[src/inc/fp_special_defines.svh]
// Offsets, field positions, reset values and float constants of the special-value unit
// Assumes byte addressing on a 32-bit register bus
`ifndef FP_SPECIAL_DEFINES_SVH
`define FP_SPECIAL_DEFINES_SVH

// ==========================================================
// Register map
`define CTRL_OFS 4'h0
`define STATE_OFS 4'h4
`define CTRL_RMODE_LSB 4
`define CTRL_DENORM_BIT 7
`define CTRL_EXC_EN_BIT 9
`define CTRL_WMASK 32'h0000_02b0
`define CTRL_RESET 32'h0000_0000
`define STATE_RESET 5'h00

// ==========================================================
// Exception flag positions
`define EXC_INV 0
`define EXC_DZ 1
`define EXC_UF 2
`define EXC_OF 3
`define EXC_NX 4

// ==========================================================
// Float encodings and integer limits
`define SP_QBIT 22
`define SP_INT_EXP 8'h96
`define SP_INF 32'h7f80_0000
`define SP_FMAX 32'h7f7f_ffff
`define SP_EXP_TOP 8'h9e
`define HALF_INF 16'h7c00
`define HALF_FMAX 16'h7bff
`define HALF_BIAS 6'h0f
`define HALF_EMAX 6'h0f
`define I32_MAX 32'h7fff_ffff
`define I32_MIN 32'h8000_0000
`define U32_MAX 32'hffff_ffff

`endif

[src/inc/fp_special_pkg.sv]
// Types and shared decode functions of the special-value unit
// Assumes the defines header is on the include path
`include "fp_special_defines.svh"

package fp_special_pkg;

    typedef enum logic [1:0] {
        round_nearest_even = 2'b00,
        round_toward_plus = 2'b01,
        round_toward_minus = 2'b10,
        round_toward_zero = 2'b11
    } rmode_t;

    typedef enum logic [3:0] {
        op_raw_move = 4'b0000,
        op_move = 4'b0001,
        op_min = 4'b0010,
        op_max = 4'b0011,
        op_round_int = 4'b0100,
        op_to_sint = 4'b0101,
        op_to_uint = 4'b0110,
        op_to_single = 4'b0111,
        op_to_half = 4'b1000,
        op_zero_sum = 4'b1001,
        op_overflow = 4'b1010
    } op_t;

    typedef enum logic [1:0] {
        mod_none = 2'b00,
        mod_neg = 2'b01,
        mod_abs = 2'b10,
        mod_neg_abs = 2'b11
    } mod_t;

    function automatic logic is_nan(input logic [31:0] v);
        return (&v[30:23]) && (|v[22:0]);
    endfunction : is_nan

    function automatic logic is_snan(input logic [31:0] v);
        return is_nan(v) && !v[`SP_QBIT];
    endfunction : is_snan

    function automatic logic [31:0] quiet(input logic [31:0] v);
        return {v[31:23], 1'b1, v[21:0]};
    endfunction : quiet

    function automatic logic [31:0] apply_mod(input logic [31:0] v, input mod_t m);
        unique case (m)
            mod_none: return v;
            mod_neg: return {~v[31], v[30:0]};
            mod_abs: return {1'b0, v[30:0]};
            mod_neg_abs: return {1'b1, v[30:0]};
        endcase
    endfunction : apply_mod

    function automatic logic round_inc(input rmode_t m, input logic sgn, input logic lsb,
                                       input logic g, input logic s);
        unique case (m)
            round_nearest_even: return g && (s || lsb);
            round_toward_plus: return !sgn && (g || s);
            round_toward_minus: return sgn && (g || s);
            round_toward_zero: return 1'b0;
        endcase
    endfunction : round_inc

    function automatic logic overflow_to_inf(input rmode_t m, input logic sgn);
        unique case (m)
            round_nearest_even: return 1'b1;
            round_toward_plus: return !sgn;
            round_toward_minus: return sgn;
            round_toward_zero: return 1'b0;
        endcase
    endfunction : overflow_to_inf

endpackage : fp_special_pkg

[src/rtl/float_int_core.sv]
// Rounds a single-precision value to an integer magnitude in a given mode
// Assumes NaN and infinity are sorted out by the caller
`timescale 1ns/1ps

module float_int_round
    import fp_special_pkg::*;
#(
    parameter int INT_W = 32
) (
    input wire logic [31:0] src,
    input wire rmode_t mode,
    input wire logic denorm_en,
    output logic [INT_W:0] mag,
    output logic huge,
    output logic inexact
);

    logic [7:0] e;
    logic [7:0] sh;
    logic [23:0] m;
    logic [48:0] ext;
    logic [INT_W-1:0] ip;
    logic g;
    logic s;

    // ==========================================================
    // Alignment and rounding
    always_comb begin
        e = src[30:23];
        m = {1'b1, src[22:0]};
        sh = 8'h00;
        ext = '0;
        ip = '0;
        g = 1'b0;
        s = 1'b0;
        huge = 1'b0;
        if (e == 8'h00) begin
            s = denorm_en && (|src[22:0]);
        end else if (e == 8'hff) begin
            huge = 1'b1;
        end else if (e >= `SP_INT_EXP) begin
            sh = e - `SP_INT_EXP;
            if (int'(sh) > INT_W - 24) begin
                huge = 1'b1;
            end else begin
                ip = INT_W'(m) << sh;
            end
        end else begin
            sh = `SP_INT_EXP - e;
            if (sh > 8'h19) begin
                s = 1'b1;
            end else begin
                ext = {m, 25'h0} >> sh;
                ip = INT_W'(ext[48:25]);
                g = ext[24];
                s = |ext[23:0];
            end
        end
        mag = {1'b0, ip} + (INT_W+1)'(round_inc(mode, src[31], ip[0], g, s));
        inexact = g || s;
    end

endmodule : float_int_round

[src/rtl/fp_special_unit.sv]
// Float special-value, rounding and conversion unit with thread control registers
// Assumes one issued operation per enabled cycle and an Avalon-MM master
//
// The address map and the Avalon-MM slave port were chosen for this implementation.
`timescale 1ns/1ps

module fp_special_unit
    import fp_special_pkg::*;
(
    input wire logic mclk,
    input wire logic rst,
    input wire logic ce,
    input wire logic thread_load,
    input wire logic [3:0] avs_address,
    input wire logic avs_read,
    input wire logic avs_write,
    input wire logic [31:0] avs_writedata,
    input wire logic [3:0] avs_byteenable,
    output logic [31:0] avs_readdata,
    output logic avs_waitrequest,
    input wire logic op_valid,
    input wire op_t op_code,
    input wire mod_t op_mod_a,
    input wire mod_t op_mod_b,
    input wire rmode_t op_round_dir,
    input wire logic op_signed,
    input wire logic [31:0] src_a,
    input wire logic [31:0] src_b,
    output logic res_valid,
    output logic [31:0] res_data,
    output logic [4:0] res_exc
);

    logic [31:0] ctrl_q;
    logic [4:0] flags_q;
    logic [31:0] rdata_q;
    logic wait_q;
    logic res_valid_q;
    logic [31:0] res_q;
    logic [4:0] exc_q;
    logic [31:0] res_d;
    logic [4:0] exc_d;
    logic [31:0] a;
    logic [31:0] b;
    rmode_t rmode;
    rmode_t rint_mode;
    logic denorm_en;
    logic exc_en;
    logic [32:0] rint_mag;
    logic rint_huge;
    logic rint_nx;
    logic cv_neg;
    logic [31:0] cv_mag;
    logic [4:0] lz;
    logic found;
    logic [31:0] norm;
    logic [24:0] sm;
    logic [31:0] s_res;
    logic [11:0] hm;
    logic [5:0] he;
    logic h_ovf;
    logic [15:0] h_res;
    logic na;
    logic nb;
    logic sa;
    logic sb;
    logic pick_b;
    logic bus_wr;
    logic [31:0] wmask;

    assign rmode = rmode_t'(ctrl_q[`CTRL_RMODE_LSB +: 2]);
    assign denorm_en = ctrl_q[`CTRL_DENORM_BIT];
    assign exc_en = ctrl_q[`CTRL_EXC_EN_BIT];
    assign avs_readdata = rdata_q;
    assign avs_waitrequest = wait_q;
    assign res_valid = res_valid_q;
    assign res_data = res_q;
    assign res_exc = exc_q;
    assign bus_wr = avs_write && !wait_q;
    assign wmask = {{8{avs_byteenable[3]}}, {8{avs_byteenable[2]}},
                    {8{avs_byteenable[1]}}, {8{avs_byteenable[0]}}};

    // ==========================================================
    // Operand decode and integer rounding unit
    assign a = apply_mod(src_a, op_mod_a);
    assign b = apply_mod(src_b, op_mod_b);
    assign rint_mode = (op_code == op_round_int) ? op_round_dir : rmode;
    assign na = is_nan(a);
    assign nb = is_nan(b);
    assign sa = is_snan(a);
    assign sb = is_snan(b);

    float_int_round #(.INT_W(32)) u_rint (
        .src(a),
        .mode(rint_mode),
        .denorm_en(denorm_en),
        .mag(rint_mag),
        .huge(rint_huge),
        .inexact(rint_nx)
    );

    // ==========================================================
    // Integer to float normalise and round
    always_comb begin
        cv_neg = (op_code == op_round_int) ? a[31] : (op_signed && src_a[31]);
        if (op_code == op_round_int) begin
            cv_mag = rint_mag[31:0];
        end else if (cv_neg) begin
            cv_mag = 32'h0 - src_a;
        end else begin
            cv_mag = src_a;
        end
        lz = 5'h00;
        found = 1'b0;
        for (int i = 31; i >= 0; i--) begin
            if (!found && cv_mag[i]) begin
                lz = 5'(31 - i);
                found = 1'b1;
            end
        end
        norm = cv_mag << lz;
        sm = {1'b0, norm[31:8]} + 25'(round_inc(rint_mode, cv_neg, norm[8], norm[7],
                                                |norm[6:0]));
        s_res = {cv_neg, `SP_EXP_TOP - 8'(lz) + 8'(sm[24]), sm[24] ? 23'h0 : sm[22:0]};
        if (cv_mag == 32'h0) begin
            s_res = 32'h0;
        end
        hm = {1'b0, norm[31:21]} + 12'(round_inc(rint_mode, cv_neg, norm[21], norm[20],
                                                 |norm[19:0]));
        he = 6'h1f - 6'(lz) + 6'(hm[11]);
        h_ovf = he > `HALF_EMAX;
        if (cv_mag == 32'h0) begin
            h_res = 16'h0;
        end else if (h_ovf) begin
            h_res = overflow_to_inf(rint_mode, cv_neg) ? {cv_neg, 15'(`HALF_INF)}
                                                       : {cv_neg, 15'(`HALF_FMAX)};
        end else begin
            h_res = {cv_neg, 5'(he + `HALF_BIAS), hm[11] ? 10'h0 : hm[9:0]};
        end
    end

    // ==========================================================
    // Result and exception select
    always_comb begin
        res_d = a;
        exc_d = 5'h00;
        pick_b = (op_code == op_min) ?
                 ((b[31] != a[31]) ? b[31] : (b[31] ? b[30:0] > a[30:0] : b[30:0] < a[30:0])) :
                 ((b[31] != a[31]) ? a[31] : (a[31] ? a[30:0] > b[30:0] : a[30:0] < b[30:0]));
        unique case (op_code)
            op_raw_move: begin
                res_d = src_a;
            end
            op_move: begin
                res_d = sa ? quiet(a) : a;
                exc_d[`EXC_INV] = sa;
            end
            op_min, op_max: begin
                if (na && nb) begin
                    res_d = (!sa && sb) ? quiet(b) : quiet(a);
                    exc_d[`EXC_INV] = sa || sb;
                end else if (na) begin
                    res_d = (sa && denorm_en) ? quiet(a) : b;
                    exc_d[`EXC_INV] = sa && denorm_en;
                end else if (nb) begin
                    res_d = (sb && denorm_en) ? quiet(b) : a;
                    exc_d[`EXC_INV] = sb && denorm_en;
                end else begin
                    res_d = pick_b ? b : a;
                end
            end
            op_round_int: begin
                if (na) begin
                    res_d = quiet(a);
                    exc_d[`EXC_INV] = sa;
                end else if (a[30:23] >= `SP_INT_EXP) begin
                    res_d = a;
                end else if (rint_mag == 33'h0) begin
                    res_d = {a[31], 31'h0};
                end else begin
                    res_d = {a[31], s_res[30:0]};
                end
            end
            op_to_sint: begin
                exc_d[`EXC_INV] = 1'b1;
                if (na) begin
                    res_d = 32'h0;
                end else if (!a[31]) begin
                    if (rint_huge || rint_mag > {1'b0, `I32_MAX}) begin
                        res_d = `I32_MAX;
                    end else begin
                        res_d = rint_mag[31:0];
                        exc_d = {rint_nx, 4'h0};
                    end
                end else if (rint_huge || rint_mag > {1'b0, `I32_MIN}) begin
                    res_d = `I32_MIN;
                end else begin
                    res_d = 32'h0 - rint_mag[31:0];
                    exc_d = {rint_nx, 4'h0};
                end
            end
            op_to_uint: begin
                res_d = 32'h0;
                exc_d[`EXC_INV] = 1'b1;
                if (na) begin
                    res_d = 32'h0;
                end else if (!a[31]) begin
                    if (rint_huge || rint_mag[32]) begin
                        res_d = `U32_MAX;
                    end else begin
                        res_d = rint_mag[31:0];
                        exc_d = {rint_nx, 4'h0};
                    end
                end else if (a[30:23] == 8'h00) begin
                    exc_d = 5'h10;
                end
            end
            op_to_single: begin
                res_d = s_res;
                exc_d[`EXC_NX] = |norm[7:0];
            end
            op_to_half: begin
                res_d = {16'h0, h_res};
                exc_d[`EXC_OF] = h_ovf && (cv_mag != 32'h0);
                exc_d[`EXC_NX] = (|norm[20:0]) || exc_d[`EXC_OF];
            end
            op_zero_sum: begin
                if (a[31] == b[31] && a[30:0] == 31'h0 && b[30:0] == 31'h0) begin
                    res_d = {a[31], 31'h0};
                end else begin
                    res_d = {rmode == round_toward_minus, 31'h0};
                end
            end
            op_overflow: begin
                res_d = {a[31],
                         31'(overflow_to_inf(rmode, a[31]) ? `SP_INF : `SP_FMAX)};
                exc_d = 5'h18;
            end
            default: begin
                res_d = 32'h0;
            end
        endcase
    end

    // ==========================================================
    // Result register
    always_ff @(posedge mclk or posedge rst) begin
        if (rst) begin
            res_valid_q <= 1'b0;
            res_q <= 32'h0;
            exc_q <= 5'h00;
        end else if (ce) begin
            res_valid_q <= op_valid;
            if (op_valid) begin
                res_q <= res_d;
                exc_q <= exc_d;
            end
        end
    end

    // ==========================================================
    // Thread control register
    always_ff @(posedge mclk or posedge rst) begin
        if (rst) begin
            ctrl_q <= `CTRL_RESET;
        end else if (ce) begin
            if (thread_load) begin
                ctrl_q <= `CTRL_RESET;
            end else if (bus_wr && avs_address == `CTRL_OFS) begin
                ctrl_q <= (ctrl_q & ~(wmask & `CTRL_WMASK)) |
                          (avs_writedata & wmask & `CTRL_WMASK);
            end
        end
    end

    // ==========================================================
    // Sticky exception flags, write one to clear, set wins
    always_ff @(posedge mclk or posedge rst) begin
        if (rst) begin
            flags_q <= `STATE_RESET;
        end else if (ce) begin
            if (thread_load) begin
                flags_q <= `STATE_RESET;
            end else begin
                flags_q <= (flags_q & ~((bus_wr && avs_address == `STATE_OFS &&
                            avs_byteenable[0]) ? avs_writedata[4:0] : 5'h00)) |
                           ((op_valid && exc_en) ? exc_d : 5'h00);
            end
        end
    end

    // ==========================================================
    // Avalon slave: one wait state on every access
    always_ff @(posedge mclk or posedge rst) begin
        if (rst) begin
            wait_q <= 1'b1;
            rdata_q <= 32'h0;
        end else if (ce) begin
            if ((avs_read || avs_write) && wait_q) begin
                wait_q <= 1'b0;
                unique case (avs_address)
                    `CTRL_OFS: rdata_q <= ctrl_q & `CTRL_WMASK;
                    `STATE_OFS: rdata_q <= {27'h0, flags_q};
                    default: rdata_q <= 32'h0;
                endcase
            end else begin
                wait_q <= 1'b1;
            end
        end
    end
endmodule : fp_special_unit

[config.mk]
export PLATFORM = sky130hd
export DESIGN_NAME = fp_special_unit
export DESIGN_NICKNAME = d
export VERILOG_FILES = /design/src/inc/fp_special_pkg.sv /design/src/rtl/float_int_core.sv /design/src/rtl/fp_special_unit.sv
export VERILOG_INCLUDE_DIRS = /design/src /design/src/inc
export SDC_FILE = /design/constraint.sdc
export NUM_CORES = 1
export LEC_CHECK = 0
export ABC_AREA = 1
export BUFFER_PORTS_ARGS = -buffer_cell sky130_fd_sc_hd__buf_4
export CAP_MARGIN = 20
export CORE_MARGIN = 2
export CORE_UTILIZATION = 39
export CTS_BUF_LIST = sky130_fd_sc_hd__clkbuf_2
export DETAILED_ROUTE_END_ITERATION = 8
export SLEW_MARGIN = 40
export SYNTH_ARGS = -nofsm -noshare
export SYNTH_HDL_FRONTEND = slang
export SYNTH_SLANG_ARGS = --single-unit
[constraint.sdc]
create_clock -name mclk -period 9.4 [get_ports mclk]
set_clock_uncertainty 0.2 [all_clocks]
set_input_delay 0.47 -clock mclk [delete_from_list [all_inputs] [get_ports mclk]]
set_output_delay 0.47 -clock mclk [all_outputs]
set_load 0.02 [all_outputs]
# After elaboration in Yosys (flattened, before gate mapping)
# Index checks and enable logic that the tools add are counted.
# W data, S select, Z words.
[word_totals] reg_bits=108 latchBits=0 mem_bits_rw=0 rom_bits=0 inputBits=122 word_cells=349 n_memories=0
[op_classes] addsub=12 n_mul=0 n_div=0 order_cmp=10 eq_ne=26 shift=3 muxes=148 bitwise_logic=9 n_reduce_logical=134
[ops] cell="$mux W32" n=24
[ops] cell="$pmux W32 S10" n=1
[ops] cell="$pmux W32 S4" n=2
[ops] cell="$mux W5" n=41
[ops] cell="$mux W31" n=3
[ops] cell="$sub A1 B32 Y32 const A" n=2
[ops] cell="$gt A31 B31 Y1" n=2
[ops] cell="$logic_not A31 Y1" n=2
[ops] cell="$lt A31 B31 Y1" n=2
[ops] cell="$logic_and A1 B1 Y1" n=59
[ops] cell="$mux W1" n=58
[ops] cell="$shr A49 B8 Y49" n=1
[ops] cell="$mux W24" n=2
[ops] cell="$mux W23" n=2
[ops] cell="$reduce_or A23 Y1" n=2
[ops] cell="$logic_not A1 Y1" n=37
[ops] cell="$add A32 B1 Y33" n=1
[ops] cell="$gt A33 B31 Y1 const B" n=1
[ops] cell="$gt A33 B32 Y1 const B" n=1
[ops] cell="$logic_not A33 Y1" n=1
[ops] cell="$and A32 B32 Y32" n=1
[ops] cell="$logic_not A32 Y1" n=1
[ops] cell="$not A10 Y32" n=1
[ops] cell="$or A32 B10 Y32" n=1
[ops] cell="52 further kinds" n=94

# Longest topological paths before layout
[logic_depth] depth_word=122 mapped_depth=84

# Hierarchy
# From an unflattened synthesis, not the netlist that was laid out.
[hier_totals] hier_cells=3413 hier_area_um2=18039.8
[modules_own_cells] mod="fp_special_unit" n_inst=1 cells_per_inst=2453 area_each_um2=13364.1
[modules_own_cells] mod="float_int_round" n_inst=1 cells_per_inst=960 area_each_um2=4675.7

# Worst setup path before layout
# Ideal clock, no wire load.
[synth_path] kind="input -> register" from="input port src_a[24]" to="register res_q[0], in the netlist res_data[0]" setup_time_ns=0.117 t_arrival_ns=9.318 path_slack_ns=-0.235 stages=73 n_path_buf=9 cell_sequence="clkbuf_1 > inv_1 > buf_2 > buf_2 > buf_1 > ha_1 > buf_1 > buf_1 > nand3_1 > nand2_1 > nor2_1 > a31oi_1 > nor2_1 > a31oi_1 > nor4_1 > nand2_1 > o21ai_0 > nand2_1 > (+37 left out) > o21ai_0 > ha_1 > inv_1 > nor2_2 > nand4_1 > inv_1 > ha_1 > ha_1 > nand3_1 > nor2_1 > nand2_1 > nand2_1 > a211oi_1 > nor2_1 > a21oi_1 > nand3_1 > nand2_1 > nand2_1"
[synth_between] elab_chain_cells=119
[synth_lines] element="from (decl)" line_no="fp_special_unit.sv:27" text="input wire logic [31:0] src_a,"
[synth_lines] element="parallel branches: the longest is 118 deep, another holds $add A32 B1 Y33"
[synth_lines] element="$pmux W32 S10 *" line_no="fp_special_unit.sv:150" text="unique case (op_code)"
[synth_lines] element="to (signal assigned)" line_no="fp_special_unit.sv:255" text="res_q <= res_d;"
[synth_lines] element="to (decl)" line_no="fp_special_unit.sv:39" text="logic [31:0] res_q;"
# Every way passes the cells marked *. The select of a mux whose other input is x is not followed.
# A chain may end at the register's enable or synchronous reset.

# Worst setup path after layout
[layout_path] from="input port src_a[24]" to="register res_q[29], in the netlist res_data[29]"
[layout_between] elab_chain_cells=119
[layout_lines] element="$pmux W32 S4" line_no="fp_special_pkg.sv:48" text="unique case (m)"
[layout_lines] element="$sub A8 B8 Y8 (no source line)"
[layout_lines] element="$shr A49 B8 Y49" line_no="float_int_core.sv:53" text="ext = {m, 25'h0} >> sh;"
[layout_lines] element="$reduce_or A24 Y1" line_no="float_int_core.sv:56" text="s = |ext[23:0];"
[layout_lines] element="$mux W1" line_no="float_int_core.sv:50" text="if (sh > 8'h19) begin"
[layout_lines] element="$mux W1" line_no="float_int_core.sv:41" text="end else if (e >= `SP_INT_EXP) begin"
[layout_lines] element="$mux W1" line_no="float_int_core.sv:39" text="end else if (e == 8'hff) begin"
[layout_lines] element="$mux W1" line_no="float_int_core.sv:37" text="if (e == 8'h00) begin"
[layout_lines] element="(+103 left out)"
[layout_lines] element="$pmux W1 S4" line_no="fp_special_pkg.sv:58" text="unique case (m)"
[layout_lines] element="$add A24 B1 Y25" line_no="fp_special_unit.sv:122" text="sm = {1'b0, norm[31:8]} + 25'(round_inc(rint_mode, cv_neg, norm[8], norm[7],"
[layout_lines] element="$add A8 B1 Y8 (no source line)"
[layout_lines] element="$mux W32" line_no="fp_special_unit.sv:125" text="if (cv_mag == 32'h0) begin"
[layout_lines] element="$mux W31" line_no="fp_special_unit.sv:178" text="end else if (rint_mag == 33'h0) begin"
[layout_lines] element="$mux W31" line_no="fp_special_unit.sv:176" text="end else if (a[30:23] >= `SP_INT_EXP) begin"
[layout_lines] element="$mux W31" line_no="fp_special_unit.sv:173" text="if (na) begin"
[layout_lines] element="$pmux W32 S10 *" line_no="fp_special_unit.sv:150"
# Every way passes the cells marked *; elsewhere a longest branch is shown, timed or not. The select of a mux whose other input is x is not followed.

==> flow_metrics.tcl <==
set metrics [dict create \
    status "finished clean" \
    cts.path.max_buffers 2 \
    max_freq_ghz 0.110 \
    r2r-start "ctrl_q[5]" \
    die_w_um 219 \
    critPathMaxStageDelay_ns 0.25 \
    cts_tree "built" \
    dr_total_vias 26100 \
    ys_seq_area_frac 0.0747 \
    hold_slack_ns 0.0536 \
    period_share 0.963 \
    fin_ws_ns 0.344 \
    endpoint_kind "flip-flop" \
    nNetsFinal 4062 \
    crit_type "primary input to flip-flop" \
    cp_data_arrival_time_ns 9.26 \
    setup_violations 0 \
    synth_edf_count 0 \
    holdPathEnd "ctrl_q[9]" \
    drc 0 \
    power_density_nw_per_um2 101 \
    max-vdd-ir-drop_v 0.0000881 \
    async_flop_share 1.00 \
    yosys_register_bits 54 \
    synth_cells 3435 \
    hp-start "avs_writedata[9]" \
    core_region_area_um2 45600 \
    synthToLayoutAreaGrowth_pct 31.0 \
    final_max_slew_viol_count 0 \
    root_buffer "clkbuf_2" \
    dpl.hpwl_um 70900 \
    pre_cts_slack_ns -0.384 \
    cp-start-kind "primary input" \
    required_ns 9.61 \
    clock_latency_ns 0.46 \
    synth_warnings 0 \
    post_drt_via_cell_ratio 5.82 \
    clock-sinks 54 \
    hold_depth 3 \
    synthFlopType "dfrtp_1" \
    cts.clk_slew.worst_paths_ns 0.30 \
    ys_types 78 \
    layout_common_cells "nand2_1, buf_4, nand3_1, inv_1, nor2_1" \
    tightest_slew_ns 0.760 \
    place.gp.congestion 1.03 \
    cts_buffers 5 \
    antenna_found_initial 2 \
    grtUsageTotal 0.357 \
    wire_per_inst_um 20.2 \
    maxCapViolCount 0 \
    grt_pass1_vias 23200 \
    hold_viol 0 \
    grt_max_degree 55 \
    hold_path_class "primary input to flip-flop" \
    crit_path_max_fanout 15 \
    crit_slowest_cell "nor3_1" \
    max-slew-margin-rel 0.487 \
    r2r_cells 52 \
    die_h_um 219 \
    drtIter0Drc 3517 \
    port_buffers 140 \
    die_area_um2 48100 \
    ant_nets 0 \
    cp_common_cell "nand2_1" \
    p_leak_nw 12.1 \
    fin_crit_ns 9.06 \
    first_pass_iters 8 \
    reg2reg_to "res_data[29]" \
    syn_area_um2 18100 \
    start_util 0.397 \
    final_common_cell "nand2_1" \
    layout-drive-gt1-share 0.241 \
    syn_avg_cell_area_um2 5.27 \
    num_rows 78 \
    totalWireLength_um 90500 \
    rrSetupSlack_ns 1.24 \
    gr-total-overflow 0 \
    grt_pass1_wl_um 134000 \
    htreeDepth 2 \
    io_pins 193 \
]
timing repair:
| item | in CTS | in global routing |
|---|---|---|
| resized for setup | 0 | 181 |
| hold endpoints to repair | 57 | 1 |
| setup endpoints to repair | 0 | 33 |
| setup buffers | 0 | 23 |
| hold buffers | 3 | 1 |
metrics by stage:
step	std cells	instance area, µm²	utilization	power, mW	TNS, ns
floorplan	3460	18200	-	1.34	0
CTS	4454	22600	0.495	2.22	0
finish	4487	23700	0.520	2.40	0
detailed placement	4443	22500	0.493	2.11	-3.68
global route	4487	23700	0.520	2.57	-0.661
global placement	4443	22500	0.493	2.11	-1.70
Yosys cell counts (all sizes together) (13+ instances only):
cell type	number	area share
nand2	992	0.21
nand3	651	0.18
nor2	310	0.077
inv	304	0.063
o21ai	278	0.078
a21oi	163	0.045
buf	128	0.044
clkbuf	99	0.021
nand4	95	0.035
ha	55	0.038
dfrtp	53	0.073
xor2	43	0.022
o211ai	40	0.017
nor3	38	0.011
o2111ai	28	0.014
nor4	19	0.0069
o31ai	16	0.0066
a31oi	14	0.0048
o22ai	13	0.0045
power breakdown:
group,internal (mW),switching [mW]
Sequential,0.263,0.0202
Combinational,0.774,1.23
Clock,0.0223,0.0849
logic make-up after synthesis:
kind of cell               after synthesis  synth area share
and+or+nand+nor                       2128             0.536
AOI/OAI and AO/OA                      607             0.196
buffers and inverters                  542             0.130
adders and majority gates               55            0.0380
DFF                                     54            0.0747
xor gates and xnor gates                48            0.0245
other                                    1          0.000207
sequential cells by signal, summed over array words and instances (netlist names):
| name | flops |
|---|---|
| ctrl_q | 4 |
| res_valid | 1 |
| res_exc | 3 |
| avs_waitrequest | 1 |
| flags_q | 5 |
| res_data | 32 |
| avs_readdata | 8 |
routing by layer:
| metal | vias up | share of wire | global-route usage |
|---|---|---|---|
| met5 | - | 0 | 0 |
| met2 | 1520 | 0.43 | 0.553 |
| li1 | 12500 | - | - |
| met3 | 270 | 0.11 | 0.0624 |
| met1 | 11800 | 0.41 | 0.486 |
| met4 | 0 | 0.054 | 0.146 |
worst max-delay path by stage:
stage / to / startpoint / cells past startpoint
6_report: res_data[29] / src_a[24] / 71
5_1_grt: res_data[29] / src_a[24] / 69
4_1_cts: res_data[29] / src_a[24] / 69
3_5_place_dp: res_data[29] / src_a[24] / 69
3_3_place_gp: res_data[29] / src_a[24] / 69
2_1_floorplan: res_data[0] / src_a[24] / 73
final cells by class:
| class | instances | area, µm² |
|---|---|---|
| Timing Repair Buffer | 644 | 5160 |
| Fill cell | 4876 | 21900 |
| Multi-Input combinational cell | 2865 | 15200 |
| Sequential cell | 54 | 1350 |
| Clock inverter | 3 | 28.8 |
| Inverter | 315 | 1200 |
| Clock buffer | 5 | 25.0 |
| Tap cell | 600 | 751 |
| Antenna cell | 1 | 2.50 |
critical path, delay by kind of cell:
kind	cells	cell delay [ns]
simple gates	46	5.02
fa+ha+maj	7	1.41
buf+inv	9	1.17
compound gates	9	1.13
Note: power is estimated with default switching activity, not from simulation.
